File: src/core/sicm_defines.svh
// constants for the system integrity control/status block
// assumes a single 100 MHz bus clock and an AHB-Lite register slave
//
// Behaviour
// page select bit 7 routes accesses to page 0 or page 1 layout
// supply warning irq request on every flag change while enabled
// pending supply warning irq clears when CPU vectors into its routine
// supply warning flag read-only, follows comparator: 1 below threshold
// voltage-drop reset flag set by low-voltage reset, cleared by writing zero
// voltage-drop reset flag undefined when low-voltage detector disabled
// pin or watchdog reset leaves voltage-drop reset flag untouched; resetn clears it here
// software writes zero to reserved bits of both pages
// clock fail irq enable allows irq on detection, no effect when pll off
// clock fail flag set on oscillator loss, read clears after recovery
// clock fail flag reads zero while pll disabled
// watchdog flag set by watchdog reset, cleared by zero write or low-voltage reset
// reset flag pair encodes cause: pin 00, watchdog 01, low voltage 1x
// fixed mode 0 gives pll-driven vco, 1 grounds vco for fixed frequency
// programming session entry forces fixed mode, pll enable, source select to one
// pll lock bit read-only, set by hardware when pll locked
// pll enable switches pll and detector; disable refused while pll source selected; allowed here while src_by_option is set
// selecting pll refused while pll off; ignored when option selects source
// events reach CPU only with enable set and CPU mask cleared
// pll lock reads zero while pll enable is zero
`ifndef SICM_DEFINES_SVH
`define SICM_DEFINES_SVH

// byte address of the shared register word
`define SICM_CSR_ADDR 12'h040

// bit positions, page 0
`define SICM_PAGE_BIT 7
`define SICM_P0_WARN_IE_BIT 6
`define SICM_P0_WARN_FLAG_BIT 5
`define SICM_P0_LVD_RF_BIT 4
`define SICM_P0_CF_IE_BIT 2
`define SICM_P0_CF_DET_BIT 1
`define SICM_P0_WDG_RF_BIT 0

// bit positions, page 1
`define SICM_P1_FIXED_BIT 5
`define SICM_P1_LOCK_BIT 4
`define SICM_P1_PLL_EN_BIT 3
`define SICM_P1_SRC_SEL_BIT 1

// reset values of software-owned bits
`define SICM_RST_BIT 1'b0

`endif

File: src/core/sicm_pkg.sv
// types for the system integrity control/status block
// assumes sicm_defines.svh supplies the numeric constants
package sicm_pkg;
  typedef logic [31:0] sicm_word_t;
  typedef logic [7:0] sicm_byte_t;
endpackage : sicm_pkg

File: src/core/sicm_top.sv
// system integrity control/status register unit with ahb-lite slave
// assumes analog status inputs arrive asynchronously and are synchronised here
`timescale 1ns/100ps
`include "sicm_defines.svh"
module sicm_top
(
  // clock and reset
  input wire logic clk,
  input wire logic resetn,
  // ahb-lite slave
  input wire logic hsel,
  input wire logic [11:0] haddr,
  input wire logic [1:0] htrans,
  input wire logic hwrite,
  input wire logic [2:0] hsize,
  input wire sicm_pkg::sicm_word_t hwdata,
  input wire logic hready,
  output sicm_pkg::sicm_word_t hrdata,
  output logic hreadyout,
  output logic hresp,
  // reset cause strobes from the reset controller, one cycle after release; low-voltage detector option
  input wire logic lvd_reset_seen,
  input wire logic wdg_reset_seen,
  input wire logic lvd_option_en,
  // analog and clock monitors, asynchronous
  input wire logic warn_comparator,
  input wire logic osc_lost,
  input wire logic pll_locked_raw,
  // option and programming session
  input wire logic src_by_option,
  input wire logic icc_entry,
  // cpu interrupt interface
  input wire logic cpu_irq_masked,
  input wire logic warn_vector_taken,
  output logic warn_irq,
  output logic clock_fail_irq,
  // clock control outputs
  output logic osc_fixed_mode,
  output logic backup_pll_en,
  output logic clock_source_sel
);
  import sicm_pkg::*;

  //////////////////////////////////////////////////////////////////////////////
  // input synchronisers
  logic [2:0] sync1_q;
  logic [2:0] sync2_q;

  always_ff @(posedge clk or negedge resetn)
  begin
    if (!resetn)
    begin
      sync1_q <= 3'h0;
      sync2_q <= 3'h0;
    end
    else
    begin
      sync1_q <= {pll_locked_raw, osc_lost, warn_comparator};
      sync2_q <= sync1_q;
    end
  end

  logic warn_s;
  logic osc_lost_s;
  logic lock_s;
  assign warn_s = sync2_q[0];
  assign osc_lost_s = sync2_q[1];
  assign lock_s = sync2_q[2];

  //////////////////////////////////////////////////////////////////////////////
  // bus address phase capture
  logic wr_pend_q;
  logic rd_pend_q;
  logic addr_hit;
  logic xfer;

  assign xfer = hsel && hready && htrans[1];
  assign addr_hit = (haddr[11:2] == 10'(`SICM_CSR_ADDR >> 2));

  always_ff @(posedge clk or negedge resetn)
  begin
    if (!resetn)
    begin
      wr_pend_q <= 1'b0;
      rd_pend_q <= 1'b0;
    end
    else
    begin
      wr_pend_q <= xfer && hwrite && (haddr[11:2] == 10'(`SICM_CSR_ADDR >> 2));
      rd_pend_q <= xfer && !hwrite && (haddr[11:2] == 10'(`SICM_CSR_ADDR >> 2));
    end
  end

  // zero wait states, always okay
  assign hreadyout = 1'b1;
  assign hresp = 1'b0;

  //////////////////////////////////////////////////////////////////////////////
  // software-owned control bits
  logic page_q;
  logic warn_ie_q;
  logic cf_ie_q;
  logic fixed_q;
  logic pll_en_q;
  logic src_sel_q;
  sicm_byte_t wb;
  assign wb = hwdata[7:0];

  always_ff @(posedge clk or negedge resetn)
  begin
    if (!resetn)
    begin
      page_q <= `SICM_RST_BIT;
      warn_ie_q <= `SICM_RST_BIT;
      cf_ie_q <= `SICM_RST_BIT;
      fixed_q <= `SICM_RST_BIT;
      pll_en_q <= `SICM_RST_BIT;
      src_sel_q <= `SICM_RST_BIT;
    end
    else if (icc_entry)
    begin
      fixed_q <= 1'b1;
      pll_en_q <= 1'b1;
      src_sel_q <= 1'b1;
    end
    else if (wr_pend_q)
    begin
      page_q <= wb[`SICM_PAGE_BIT];
      if (!page_q)
      begin
        warn_ie_q <= wb[`SICM_P0_WARN_IE_BIT];
        cf_ie_q <= wb[`SICM_P0_CF_IE_BIT];
      end
      else
      begin
        fixed_q <= wb[`SICM_P1_FIXED_BIT];
        // disable refused while pll source selected by software, even if this write clears the selection
        if (wb[`SICM_P1_PLL_EN_BIT] || !(src_sel_q && !src_by_option))
          pll_en_q <= wb[`SICM_P1_PLL_EN_BIT];
        // selecting pll refused while pll is off
        if (!wb[`SICM_P1_SRC_SEL_BIT] || pll_en_q)
          src_sel_q <= wb[`SICM_P1_SRC_SEL_BIT];
      end
    end
  end

  //////////////////////////////////////////////////////////////////////////////
  // reset cause flags; cleared by resetn, then set by the cause strobes after release
  logic lvd_rf_q;
  logic wdg_rf_q;
  logic wr_p0;
  assign wr_p0 = wr_pend_q && !page_q;

  always_ff @(posedge clk or negedge resetn)
  begin
    if (!resetn)
      lvd_rf_q <= 1'b0;
    else if (lvd_reset_seen)
      lvd_rf_q <= 1'b1;
    else if (wr_p0 && !wb[`SICM_P0_LVD_RF_BIT])
      lvd_rf_q <= 1'b0;
  end

  always_ff @(posedge clk or negedge resetn)
  begin
    if (!resetn)
      wdg_rf_q <= 1'b0;
    else if (lvd_reset_seen)
      wdg_rf_q <= 1'b0;
    else if (wdg_reset_seen)
      wdg_rf_q <= 1'b1;
    else if (wr_p0 && !wb[`SICM_P0_WDG_RF_BIT])
      wdg_rf_q <= 1'b0;
  end

  // undefined when detector off; reported as zero
  logic lvd_rf_view;
  assign lvd_rf_view = lvd_option_en && lvd_rf_q;

  //////////////////////////////////////////////////////////////////////////////
  // clock fail detection
  logic cf_det_q;
  logic rd_p0;
  assign rd_p0 = rd_pend_q && !page_q;

  always_ff @(posedge clk or negedge resetn)
  begin
    if (!resetn)
      cf_det_q <= 1'b0;
    else if (!pll_en_q)
      cf_det_q <= 1'b0;
    else if (osc_lost_s)
      cf_det_q <= 1'b1;
    else if (rd_p0)
      cf_det_q <= 1'b0;
  end

  //////////////////////////////////////////////////////////////////////////////
  // supply warning edge interrupt
  logic warn_q;
  logic warn_pend_q;

  always_ff @(posedge clk or negedge resetn)
  begin
    if (!resetn)
    begin
      warn_q <= 1'b0;
      warn_pend_q <= 1'b0;
    end
    else
    begin
      warn_q <= warn_s;
      if (warn_ie_q && (warn_s != warn_q))
        warn_pend_q <= 1'b1;
      else if (warn_vector_taken || !warn_ie_q)
        warn_pend_q <= 1'b0;
    end
  end

  assign warn_irq = warn_pend_q && !cpu_irq_masked;
  assign clock_fail_irq = cf_ie_q && pll_en_q && cf_det_q && !cpu_irq_masked;

  //////////////////////////////////////////////////////////////////////////////
  // read data
  logic lock_view;
  assign lock_view = lock_s && pll_en_q;

  sicm_byte_t rd_byte;
  always_comb
  begin
    rd_byte = 8'h00;
    rd_byte[`SICM_PAGE_BIT] = page_q;
    if (!page_q)
    begin
      rd_byte[`SICM_P0_WARN_IE_BIT] = warn_ie_q;
      rd_byte[`SICM_P0_WARN_FLAG_BIT] = warn_q;
      rd_byte[`SICM_P0_LVD_RF_BIT] = lvd_rf_view;
      rd_byte[`SICM_P0_CF_IE_BIT] = cf_ie_q;
      rd_byte[`SICM_P0_CF_DET_BIT] = cf_det_q && pll_en_q;
      rd_byte[`SICM_P0_WDG_RF_BIT] = wdg_rf_q;
    end
    else
    begin
      rd_byte[`SICM_P1_FIXED_BIT] = fixed_q;
      rd_byte[`SICM_P1_LOCK_BIT] = lock_view;
      rd_byte[`SICM_P1_PLL_EN_BIT] = pll_en_q;
      rd_byte[`SICM_P1_SRC_SEL_BIT] = src_sel_q;
    end
  end

  assign hrdata = rd_pend_q ? {24'h000000, rd_byte} : 32'h00000000;

  assign osc_fixed_mode = fixed_q;
  assign backup_pll_en = pll_en_q;
  assign clock_source_sel = src_sel_q || src_by_option;

  logic unused;
  assign unused = addr_hit ^ (|hsize) ^ htrans[0];
endmodule : sicm_top

File: config.mk
export PLATFORM = sky130hd
export DESIGN_NAME = sicm_top
export DESIGN_NICKNAME = d
export VERILOG_FILES = /design/src/core/sicm_pkg.sv /design/src/core/sicm_top.sv
export VERILOG_INCLUDE_DIRS = /design/src /design/src/core
export SDC_FILE = /design/constraint.sdc
export NUM_CORES = 1
export LEC_CHECK = 0
export ABC_AREA = 1
export ABC_CLOCK_PERIOD_IN_PS = 1500
export BUFFER_PORTS_ARGS = -buffer_cell sky130_fd_sc_hd__buf_2
export CAP_MARGIN = 25
export CORE_ASPECT_RATIO = 1.75
export CORE_UTILIZATION = 35
export DETAILED_ROUTE_END_ITERATION = 12
export PLACE_DENSITY = 0.86
export SLEW_MARGIN = 20
export SYNTH_ARGS = -nofsm -noshare
export SYNTH_HDL_FRONTEND = slang
export SYNTH_SLANG_ARGS = --single-unit
export TNS_END_PERCENT = 100
File: constraint.sdc
create_clock -name clk -period 1.5 [get_ports clk]
set_clock_uncertainty 0.2 [all_clocks]
set_input_delay 0.075 -clock clk [delete_from_list [all_inputs] [get_ports clk]]
set_output_delay 0.075 -clock clk [all_outputs]
set_load 0.02 [all_outputs]
* Yosys cells after proc, flatten, opt, wreduce, memory -nomap -nowiden *
Cells that the tools add are included.
W data, S select, Z words.

cells by class
  bitwise logic cells = 2
  eq/ne operators = 3
  mux-type cells = 28
  reductions and logical operators = 44

operator list
  cell                   count
  $mux W1                26
  $logic_and A1 B1 Y1    19
  $reduce_bool A2 Y1     6
  $eq A10 B5 Y1 const B  1
  $logic_not A1 Y1       9
  $reduce_and A3 Y1      3
  $mux W8                1
  $logic_or A1 B1 Y1     4
  $reduce_and A2 Y1      2
  $ne A3 B2 Y1 const B   1
  $reduce_bool A3 Y1     1
  $mux W2                1
  $not A1 Y1             2
  $ne A1 B1 Y1           1

storage, ports and cells
  flip-flop bits (word level) = 19
  word-level logic and storage cells = 92
  input bits = 64
  output and inout bits = 39

* Depth between registers and ports, before layout *
Gate-level depths: netlist of the first run.

  word-level depth = 8
  mapped depth = 5
  depth with buffers taken out = 5

* Least setup slack after synthesis of the first run *
Ideal clock, no wire load.

  path kind = reg-to-output
  from = register pll_en_q (netlist: backup_pll_en)
  to = output port hrdata[4]
  data required time = 1.225 ns
  buffers on the path = 0
  data arrival time = 1.217 ns
  slack = 0.008 ns
  cell stages (with the launch flop) = 5
  path through = dfrtp_1 inv_1 nor2_1 nand2_1 o21ai_0

between the ends
  cells in the longest elaborated chain, start to end = 3

RTL lines
  element                 line             text
  from (decl)             sicm_top.sv:104  logic pll_en_q;
  from (signal assigned)  sicm_top.sv:117  pll_en_q <= `SICM_RST_BIT;
  from (signal assigned)  sicm_top.sv:139  pll_en_q <= wb[`SICM_P1_PLL_EN_BIT];
  $logic_and A1 B1 Y1     sicm_top.sv:226  assign lock_view = lock_s && pll_en_q;
  $mux W2                 sicm_top.sv:233  if (!page_q)
  $mux W8                 sicm_top.sv:251  assign hrdata = rd_pend_q ? {24'h000000, rd_byte} : 32'h00000000;
  to (decl)               sicm_top.sv:18   output sicm_pkg::sicm_word_t hrdata,

No other way between the ends.

* Final worst setup path of the first run *
  from = input port src_by_option
  to = output port clock_source_sel

between the ends
  cells in the longest elaborated chain, start to end = 1

RTL lines
  element             line             text
  from (decl)         sicm_top.sv:30   input wire logic src_by_option,
  $logic_or A1 B1 Y1  sicm_top.sv:255  assign clock_source_sel = src_sel_q || src_by_option;
  to (decl)           sicm_top.sv:40   output logic clock_source_sel

No other way between the ends.

==> results of run 1 <==
what timing repair did:
action	4_1_cts	5_1_grt
setup buffers	0	3
hold buffers	24	0
pin swaps	0	1
resized for setup	3	8
setup endpoints to repair	3	4
hold endpoints to repair	33	0
metal layers:
metal / GRT usage (%) / routed length [µm]
met1: 14.6 / 773
met2: 31.5 / 1290
met3: 2.72 / 146
met4: 5.21 / 19
met5: 0 / 0
metrics by stage:
step / setup slack, ns / hold slack (ns) / instances / total power (µW)
after floorplan: 0.00828 / -0.421 / 147 / 709
after global placement: 0.206 / -0.173 / 195 / 724
after detailed placement: 0.159 / -0.169 / 195 / 728
after CTS: 0.00512 / 0.0965 / 223 / 1110
after global routing: 0.0105 / 0.131 / 226 / 1170
final: 0.0610 / 0.0974 / 226 / 1120
worst paths after layout:
check                           cells after the start  slack, ns                    end            startpoint
worst max register to register                      5       0.26    cf_ie_q$_DFFE_PN0P_    page_q$_DFFE_PN0P_
worst max-delay path                                4       0.06       clock_source_sel         src_by_option
worst min register to register                      0       0.15   sync2_q[2]$_DFF_PN0_  sync1_q[2]$_DFF_PN0_
min in group clk                                    5       0.14    wr_pend_q$_DFF_PN0_              haddr[8]
worst min-delay path                                2        0.1  src_sel_q$_DFFE_PN0P_                resetn
max in group asynchronous                           2       0.71   cf_det_q$_DFFE_PN0P_                resetn
power by group:
group / internal, µW / total, µW / switching, µW
logic: 95.6 / 230 / 134
registers: 535 / 545 / 10.3
clock network: 184 / 342 / 158
total: 815 / 1120 / 302
layout by cell type, fill, tap and decap left out, drive strengths merged:
| cell | count |
|---|---|
| clkinv | 1 |
| clkbuf | 3 |
| inv | 17 |
| o21ai | 7 |
| a21oi | 6 |
| o22ai | 2 |
| conb | 26 |
| nor2 | 16 |
| dlymetal6s4s | 1 |
| buf | 50 |
| dlygate4sd3 | 23 |
| nand2 | 18 |
| nand3 | 3 |
| nand4 | 2 |
| or2 | 2 |
| nor3 | 3 |
| dfrtp | 19 |
logic make-up after synthesis:
family,Yosys count,synth area share [%]
AO/OA/AOI/OAI,15,7.74
buffers and inverters,43,25.8
flip-flops,19,47.4
AND/OR/NAND/NOR,44,18.2
other,2,0.749
worst reg2reg max path: cells and delay by family, from the launching register on:
| family | cells | cell delay (ns) |
|---|---|---|
| simple gates | 2 | 0.26 |
| compound gates | 1 | 0.05 |
| flops | 1 | 0.41 |
| buf+inv | 2 | 0.21 |
cell type report:
type	instances	area, µm²
clock buffer	3	41.3
fill	260	1210
sequential	19	475
inverter	17	63.8
tap	27	33.8
clock inverter	1	5.00
multi-input combinational	85	384
timing repair buffer	74	505
==> impl_results.md, run 1 <==
* Biggest regs: sync1_q x3, sync2_q x3
* Buf+Inv Stages, Crit Path at 3
* Number of routed nets with antenna violations at 0
* Area share of the largest cell type after synthesis at around 47%
* Pleak at 0.000876 µW
* Hold Fails Final Rpt at 0
* Top cells by area, synth: dfrtp_1 (47%), buf_4 (19%), nand2_1 (6.7%), inv_1 (6.4%), nor2_1 (6.0%)
* Sequential cell area fraction in the yosys report at approximately 47%
* Port Buffers at 46
* Initial antenna violation count at 0
* IO Pins at about 100
* Commonest cells in the netlist: buf_4 (26), dfrtp_1 (19), nand2_1 (18), inv_1 (17), nor2_1 (16)
* Period Utilization, post-route at 95.9%
* Post-route cell area at 1510 µm²
* Clk sinks at 19
* Period minus WS final at 1.44 ns
* Bufs on Longest Clock Path at 2
* Nets at 264
* CTS tree: yes
* Htree depth at 1
* Post-Syn Instances at 123
* Post-synth top area cell: dfrtp_1
* Die height at 72.8 µm
* Cts bufs inserted at 3
* Highest clock rate at slightly below 0.7 GHz
* Yosys warnings at 0
* Critical path class: primary input to primary output
* Setup tns final at 0 ns
* Largest net degree at the start of global routing at 20
* Worst path top cell family by delay: buffers and inverters
* DP Wirelength at 1520 µm
* Clk_lat worst skew at 0.25 ns
* Slew Viols, Final at 0
* WL per Instance at 9.87 µm
* CP Launch Type: primary input
* Cell repeated most along the worst path: buf_2
* RSZ-0062 raised after global routing: no
* EDFF count, synth at 0
* Yosys cell types at 14
* Clk root buf: clkbuf_8
* Status: completed
* Count leader, synth: buf_4
* Gr usage total at 15.4%
* Initial Util at 36.8%
* Grt ovf at 0
* Avg Inst Size Synth at 8.15 µm²
* Yosys reg bits at 19
* Vias in the first global route at 925
* Vias/cell at 4.29
* DRT Wirelength at 2230 µm
* Hold crit path type: primary input to async pin
* Worst Path Required at about 1.2 ns
* DIE WIDTH at 42.5 µm
* Total die area at a little over 3000 µm²
* CP max-delay cell: dlygate4sd3_1
* Core ar. at 2720 µm²
* Setup violations, final at 0
* Final Wtd Congestion at approximately 0.75
* 1st-iter DRT viols at 7
* Fin util at about 55%
* Vias at 970
* Async SR Flop Fraction at 100%
* Max cap viols at 0
* DRC viols at 0
* Share of layout cells above drive strength 1 at between 30% and 40%
* Pwr Density at ~740 nW/µm²
* Crit path max fanout at 2
* Row cnt at 25
* ANT cells at 0
* Cell Chain, Critical Path: dlygate4sd3_1 > buf_2 > or2_2 > buf_2
* Synthesized cell area at 1000 µm²
* Clock transition at path regs at ~0.07 ns
* Critical Path End Type: primary output
* First-pass GRT wire length at 3630 µm
* Maximum VDD drop at between 500 and 600 µV
* Crit path largest cell delay at 0.54 ns
* Critical Path AT at 1.16 ns
* DR pass1 iterations at 4
* DP Area at about 1200 µm²
* Area grow syn2layout at 50.6%
* Main synth FF type: dfrtp_1
(Power assumes the default switching activity.)
==> run 2, diff against run 1 <==
--- a/config.mk
+++ b/config.mk
@@ -7,7 +7,7 @@
 export NUM_CORES = 1
 export LEC_CHECK = 0
 export ABC_AREA = 1
-export ABC_CLOCK_PERIOD_IN_PS = 1500
+export ABC_CLOCK_PERIOD_IN_PS = 1430
 export BUFFER_PORTS_ARGS = -buffer_cell sky130_fd_sc_hd__buf_2
 export CAP_MARGIN = 25
 export CORE_ASPECT_RATIO = 1.75
==> constraint.sdc (replaced) <==
create_clock -name clk -period 1.43 [get_ports clk]
set_clock_uncertainty 0.2 [all_clocks]
set_input_delay 0.0715 -clock clk [delete_from_list [all_inputs] [get_ports clk]]
set_output_delay 0.0715 -clock clk [all_outputs]
set_load 0.02 [all_outputs]
==> run 2 against run 1 <==
Against the previous run: non-clock buffer count is 4 higher; register-to-register slack lost 0.08 ns; critical path type is now flop to primary output; core utilization increased by 2.4 points; via count grew 0.21%; count of clock-buffer cells in the layout stayed put; global-route usage grew 0.40 points; final area grew 4.3%.
==> impl_results.md, run 2 (same netlist as run 1, synthesis figures left out) <==
* DRC viols at 0 (unchanged)
* Vias at 972 (+0.21%)
* Hold Fails Final Rpt at 0 (unchanged)
* Final Power at 1180 µW (+6.1%)
* Grt ovf at 0 (unchanged)
* Max cap viols at 0 (unchanged)
* CTS tree: yes
* Biggest regs: sync1_q x3, sync2_q x3
* Net Sw Power at 318 µW (+5.3%)
* Worst Path Required at 1.16 ns (-0.06 ns)
* Initial antenna violation count at 0 (unchanged)
* Status: completed
* Critical path class: flop to primary output
* Hold crit path type: primary input to async pin
* ANT cells at 0 (unchanged)
* Multi-input logic area at 384 µm² (unchanged)
* Comb pwr share at 21.7% (+1.1 points)
* Met1 Use GR at 16.6% (+2.1 points)
* Pwr Density at 752 nW/µm² (+1.7%)
* First-pass GRT wire length at 3750 µm (+3.4%)
* 1st-iter DRT viols at 19 (+12)
* Critical Path AT at 1.15 ns (about the same)
* Sw Ratio at 26.8% (-0.21 points)
* GR Layer Usage met3 at 1.73% (-0.99 points)
* Nets at 268 (+1.5%)
* Gr busiest metal: met2
* DRT Wirelength at 2310 µm (+3.5%)
* DIE WIDTH at 42.5 µm (unchanged)
* Clock transition at path regs at 0.07 ns (about the same)
* DP Cell Count at 195 (unchanged)
* Commonest cells after routing, fill and taps aside: buf_2 (40), dlygate4sd3_1 (31), conb_1 (26), dfrtp_1 (19), inv_1 (16)
* Clk_lat worst skew at 0.25 ns (about the same)
* Period Utilization, post-route at around 99%
* Cts bufs inserted at 3 (unchanged)
* Port Buffers at 46 (unchanged)
* DR pass1 iterations at 4 (unchanged)
* WL per Instance at 10.0 µm (+1.7%)
* Area grow syn2layout at 57.1%
* Slew Viols, Final at 0 (unchanged)
* Flop pwr share at 48.3% (-0.5 points)
* Die height at 72.8 µm (unchanged)
* IO Pins at 103 (unchanged)
* Gr usage total at 15.8% (+0.40 points)
* Final Wtd Congestion at 0.700 (-6.0%)
* Vias in the first global route at 939 (+1.5%)
* Int Pwr at 867 µW (+6.4%)
* Setup tns final at 0 ns (unchanged)
* Row cnt at 25 (unchanged)
* Clk sinks at 19 (unchanged)
* Critical Path End Type: primary output
* Bufs on Longest Clock Path at 2 (unchanged)
* Maximum VDD drop at 632 µV (+8.6%)
* Initial Util at 36.8% (unchanged)
* Total die area at 3090 µm² (unchanged)
* Pleak at 0.000883 µW (+0.77%)
* Setup violations, final at 0 (unchanged)
* Clock power share at 30.0% (-0.6 points)
* CP Launch Type: flop
* Vias/cell at 4.23 (-1.5%)
* Met2 global-route usage at 31.3% (-0.17 points)
* Most common cell after layout, fill and taps aside: buf_2
* Layout filler cell count at 252 (-3.1%)
* DP Wirelength at 1490 µm (-2.2%)
* Number of routed nets with antenna violations at 0 (unchanged)
* Non-filler instance count after layout at 230 (+1.8%)
* Fin util at 57.8% (+2.4 points)
* Sequential Area at 475 µm² (unchanged)
* Clk root buf: clkbuf_8
* Crit path max fanout at 4 (+2)
* Core ar. at 2720 µm² (unchanged)
* Period minus WS final at 1.42 ns
* Share of layout cells above drive strength 1 at 29.1% (-1.6 points)
* Highest clock rate at between 0.7 and 0.8 GHz
* Htree depth at 1 (unchanged)
* Largest net degree at the start of global routing at 20 (unchanged)
* RSZ-0062 raised after global routing: yes
[run 2: worst max-delay path, stage by stage (launching register included)]
cell,delay [ns]
dfrtp_1,0.41
nand2_2,0.11
nor2_4,0.12
nand2_2,0.06
o21ai_2,0.06
buf_6,0.13
[run 2: worst paths after layout]
kind | from | end | slack [ns] | cells past startpoint
worst max-delay path | rd_pend_q$_DFF_PN0_ | hrdata[4] | 0.008 | 5
worst min-delay path | resetn | sync2_q[0]$_DFF_PN0_ | 0.08 | 2
worst max register to register | page_q$_DFFE_PN0P_ | cf_ie_q$_DFFE_PN0P_ | 0.18 | 5
worst min register to register | sync1_q[0]$_DFF_PN0_ | sync2_q[0]$_DFF_PN0_ | 0.15 | 0
max in group asynchronous | resetn | warn_ie_q$_DFFE_PN0P_ | 0.67 | 2
min in group clk | sync1_q[0]$_DFF_PN0_ | sync2_q[0]$_DFF_PN0_ | 0.15 | 0
[run 2: area by class of cell]
class | instances | area share, %
clock buffer | 3 | 2.62
inverter | 17 | 4.05
tap | 27 | 2.15
clock inverter | 1 | 0.318
multi-input combinational | 85 | 24.4
timing repair buffer | 78 | 36.2
sequential | 19 | 30.2
[run 2: layer usage]
layer	up-vias	wire length, µm
met5	-	0
met4	0	14
met3	2	150
met2	55	1310
met1	426	832
li1	489	-
[run 2: through the flow]
step	hold WS (ns)	worst slack (ns)	instance area, µm²
2_1_floorplan	-0.424	0.0328	1090
3_5_place_dp	-0.173	0.152	1170
6_report	0.0776	0.00757	1570
4_1_cts	0.100	-0.0237	1530
5_1_grt	0.119	-0.0708	1570
3_3_place_gp	-0.175	0.148	1170
[run 2: repair_timing]
| item | 4_1_cts | 5_1_grt |
|---|---|---|
| gates resized for setup | 3 | 13 |
| hold endpoints to repair | 33 | 0 |
| buffers inserted | 0 | 1 |
| hold buffers | 31 | 0 |
| endpoints found under the setup margin | 6 | 7 |
| pin swaps | 0 | 1 |
[run 2: power groups by stage]
stage / clock network, µW / registers [µW] / logic [µW]
2_1_floorplan: 0 / 588 / 157
3_3_place_gp: 0 / 581 / 179
3_5_place_dp: 0 / 582 / 183
4_1_cts: 375 / 572 / 248
5_1_grt: 392 / 574 / 283
6_report: 356 / 572 / 257
==> run 3, diff against run 2 <==
--- a/config.mk
+++ b/config.mk
@@ -6,14 +6,13 @@
 export SDC_FILE = /design/constraint.sdc
 export NUM_CORES = 1
 export LEC_CHECK = 0
-export ABC_AREA = 1
 export ABC_CLOCK_PERIOD_IN_PS = 1430
 export BUFFER_PORTS_ARGS = -buffer_cell sky130_fd_sc_hd__buf_2
 export CAP_MARGIN = 25
 export CORE_ASPECT_RATIO = 1.75
 export CORE_UTILIZATION = 35
 export DETAILED_ROUTE_END_ITERATION = 12
-export PLACE_DENSITY = 0.86
+export PLACE_DENSITY = 0.85
 export SLEW_MARGIN = 20
 export SYNTH_ARGS = -nofsm -noshare
 export SYNTH_HDL_FRONTEND = slang
==> run 3 against run 2 <==
Against the previous run: the flow now finishes with violations (hold timing, setup timing); register-to-register slack worse by 0.12 ns; die area is 1.2% higher; synthesized cell count fell by 19%; core utilization shrank 0.28 points; wire length increased by 2.6%; synthesized area is 1.2% higher; flip-flop and latch count unchanged; critical path type unchanged; largest power group unchanged.
==> impl_results.md, run 3 <==
* Status: finished, violations left
* Failing checks: hold timing, setup timing
* Slew Viols, Final at 0 (unchanged)
* Setup violations, final at 6 (+6)
* Sequential Area at 477 µm² (+0.26%)
* Min Hold Slack at -0.117 ns (-0.194 ns)
* Initial Util at 37.3% (+0.46 points)
* CP Launch Type: flop
* Grt ovf at 0 (unchanged)
* Core ar. at 2720 µm² (unchanged)
* Highest clock rate at 0.675 GHz (-4.0%)
* Sequential cell area fraction in the yosys report at 46.9% (-0.58 points)
* Vias/cell at 4.37 (+3.4%)
* DP Cell Count at 173 (-11%)
* Setup ws final at -0.0519 ns (-0.0595 ns)
* Non-filler instance count after layout at 203 (-12%)
* Bufs on Longest Clock Path at 2 (unchanged)
* Post-synth top area cell: dfrtp_1
* Maximum VDD drop at 727 µV (+15%)
* Count leader, synth: buf_4
* Commonest cells in the netlist: buf_4 (26), dfrtp_1 (19), and2_1 (6), nor2b_1 (6)
* Area share of the largest cell type after synthesis at 46.9% (-0.58 points)
* Commonest cells after routing, fill and taps aside: buf_2 (39), conb_1 (26), dlygate4sd3_1 (22), dfrtp_1 (18)
* Yosys warnings at 0 (unchanged)
* DRC viols at 0 (unchanged)
* Cell depth of the worst flop-to-flop path at 3 (-2)
* Total die area at 3130 µm² (+1.2%)
* Largest net degree at the start of global routing at 20 (unchanged)
* DP Wirelength at 1570 µm (+5.8%)
* Post-CTS Hold Buffers at 22 (-29%)
* DP Worst Slack at 0.0311 ns (-0.121 ns)
* Post-Syn Instances at 100 (-19%)
* Clk_lat worst skew at 0.25 ns (about the same)
* IO Pins at 103 (unchanged)
* Die height at 73.2 µm (+0.60%)
* Gr usage total at 15.5% (-0.26 points)
* Pleak at 0.000774 µW (-12%)
* 1st-iter DRT viols at 6 (-13)
* Pwr Density at 715 nW/µm² (-5.0%)
* Max cap viols at 0 (unchanged)
* Htree depth at 1 (unchanged)
* Crit path max fanout at 6 (+2)
* Worst Path Required at 1.16 ns (about the same)
* Hold path cells at 3
* DR pass1 iterations at 4 (unchanged)
* Biggest regs: sync1_q x3, sync2_q x3
* Area grow syn2layout at 54.4%
* Multi-input logic area at 459 µm² (+20%)
* First-pass GRT wire length at 3680 µm (-1.8%)
* Critical Path End Type: primary output
* Critical Path AT at 1.21 ns (+0.06 ns)
* Final Wtd Congestion at 0.707 (+0.89%)
* Period minus WS final at 1.48 ns (+0.0595 ns)
* Layout filler cell count at 254 (+0.79%)
* Synthesized cell area at 1010 µm² (+1.2%)
* WL per Instance at 11.7 µm (+16%)
* Vias at 887 (-8.7%)
* Nets at 241 (-10%)
* Clk sinks at 19 (unchanged)
* CTS tree: yes
* Hold Fails Final Rpt at 2 (+2)
* ANT cells at 0 (unchanged)
* RSZ-0062 raised after global routing: yes
* Share of layout cells above drive strength 1 at 40.9% (+12 points)
* Vias in the first global route at 902 (-3.9%)
* Avg Inst Size Synth at 10.1 µm² (+25%)
* Number of routed nets with antenna violations at 0 (unchanged)
* Most common cell after layout, fill and taps aside: buf_2
* Clock transition at path regs at 0.07 ns (about the same)
* Initial antenna violation count at 0 (unchanged)
* Cts bufs inserted at 3 (unchanged)
* DIE WIDTH at 42.7 µm (+0.59%)
* Yosys reg bits at 19 (unchanged)
* Yosys cell types at 30 (+16)
* Clk root buf: clkbuf_8
* Port Buffers at 46 (unchanged)
* Async SR Flop Fraction at 100% (unchanged)
* DRT Wirelength at 2370 µm (+2.6%)
* Period Utilization, post-route at 104% (+4.2 points)
* Top cells by area, synth: dfrtp_1 (47%), buf_4 (19%), and2_1 (3.7%), nor2b_1 (3.7%), mux2_2 (3.3%)
* Hold crit path type: primary input to flop
* Row cnt at 25 (unchanged)
* Main synth FF type: dfrtp_1
* EDFF count, synth at 0 (unchanged)
* Critical path class: flop to primary output
run 3: cell types whose count changed after synthesis, sizes merged, moves of 5 or more:
cell / previous run / this run
a21oi: 6 / 1
nor2: 16 / 2
and2: 0 / 6
nor2b: 0 / 6
nand2: 18 / 5
inv: 17 / 1
run 3: where the power goes:
| part | internal [µW] | total, µW | switching [µW] |
|---|---|---|---|
| clock | 193 | 363 | 170 |
| sequential | 554 | 562 | 8.08 |
| combinational | 86.7 | 195 | 108 |
| total | 833 | 1120 | 286 |
run 3: cells by family (layout without fill, tap and decap cells):
family / count (synthesis) / count (layout) / share of synthesized area, %
other cells: 2 / 26 / 0.740
xor+xnor: 1 / 1 / 0.863
compound gates: 11 / 11 / 6.78
mux: 4 / 4 / 4.32
buf+inv: 28 / 80 / 20.1
flops: 19 / 19 / 46.9
simple gates: 35 / 35 / 20.3
run 3: repair_timing:
action                     4_1_cts  5_1_grt
setup endpoints to repair        7       10
pin swaps                        1        2
gates cloned                     1        0
setup buffers                    2        1
gates resized for setup         20        8
hold endpoints to repair        33        2
run 3: cell type report:
type,instances,share of cell area (%)
well taps,27,2.16
inverters,1,0.240
multi-input cells,77,29.3
clock buffers,3,2.64
clock inverters,1,0.319
flip-flops and latches,19,30.4
repair buffers,75,34.9
run 3: worst paths after layout:
kind                                       from                   endpoint  slack, ns
min in group asynchronous                resetn       sync2_q[1]$_DFF_PN0_       0.10
max in group asynchronous                resetn  backup_pll_en$_DFFE_PN0P_       0.61
setup reg to reg             page_q$_DFFE_PN0P_      warn_ie_q$_DFFE_PN0P_       0.06
hold / removal                         haddr[3]        wr_pend_q$_DFF_PN0_      -0.12
hold reg to reg            sync1_q[2]$_DFF_PN0_       sync2_q[2]$_DFF_PN0_       0.15
setup / recovery             page_q$_DFFE_PN0P_                  hrdata[2]      -0.05
run 3: stage by stage:
step	power, µW	cell area [µm²]	util, %	hold WS (ns)	setup TNS, ns
3_3_place_gp	710	1190	43.8	-0.184	0
6_report	1120	1570	57.6	-0.117	-0.205
5_1_grt	1180	1570	57.6	-0.119	-0.656
3_5_place_dp	713	1190	43.8	-0.174	0
2_1_floorplan	703	1100	-	-0.424	0
4_1_cts	1120	1530	56.3	-0.123	-0.254
run 3: worst max-delay path, stage by stage (launching register included):
cell,delay (ns)
dfrtp_1,0.40
buf_6,0.15
nor2b_4,0.14
and2_4,0.16
buf_6,0.11
run 3: metal layers:
layer / wire, µm / share of wire [%] / track usage (%)
met1: 790 / 33 / 14.9
met2: 1460 / 61 / 32.5
met4: 4 / 0.17 / 3.13
met3: 117 / 4.9 / 2.48
met5: 0 / 0 / 0
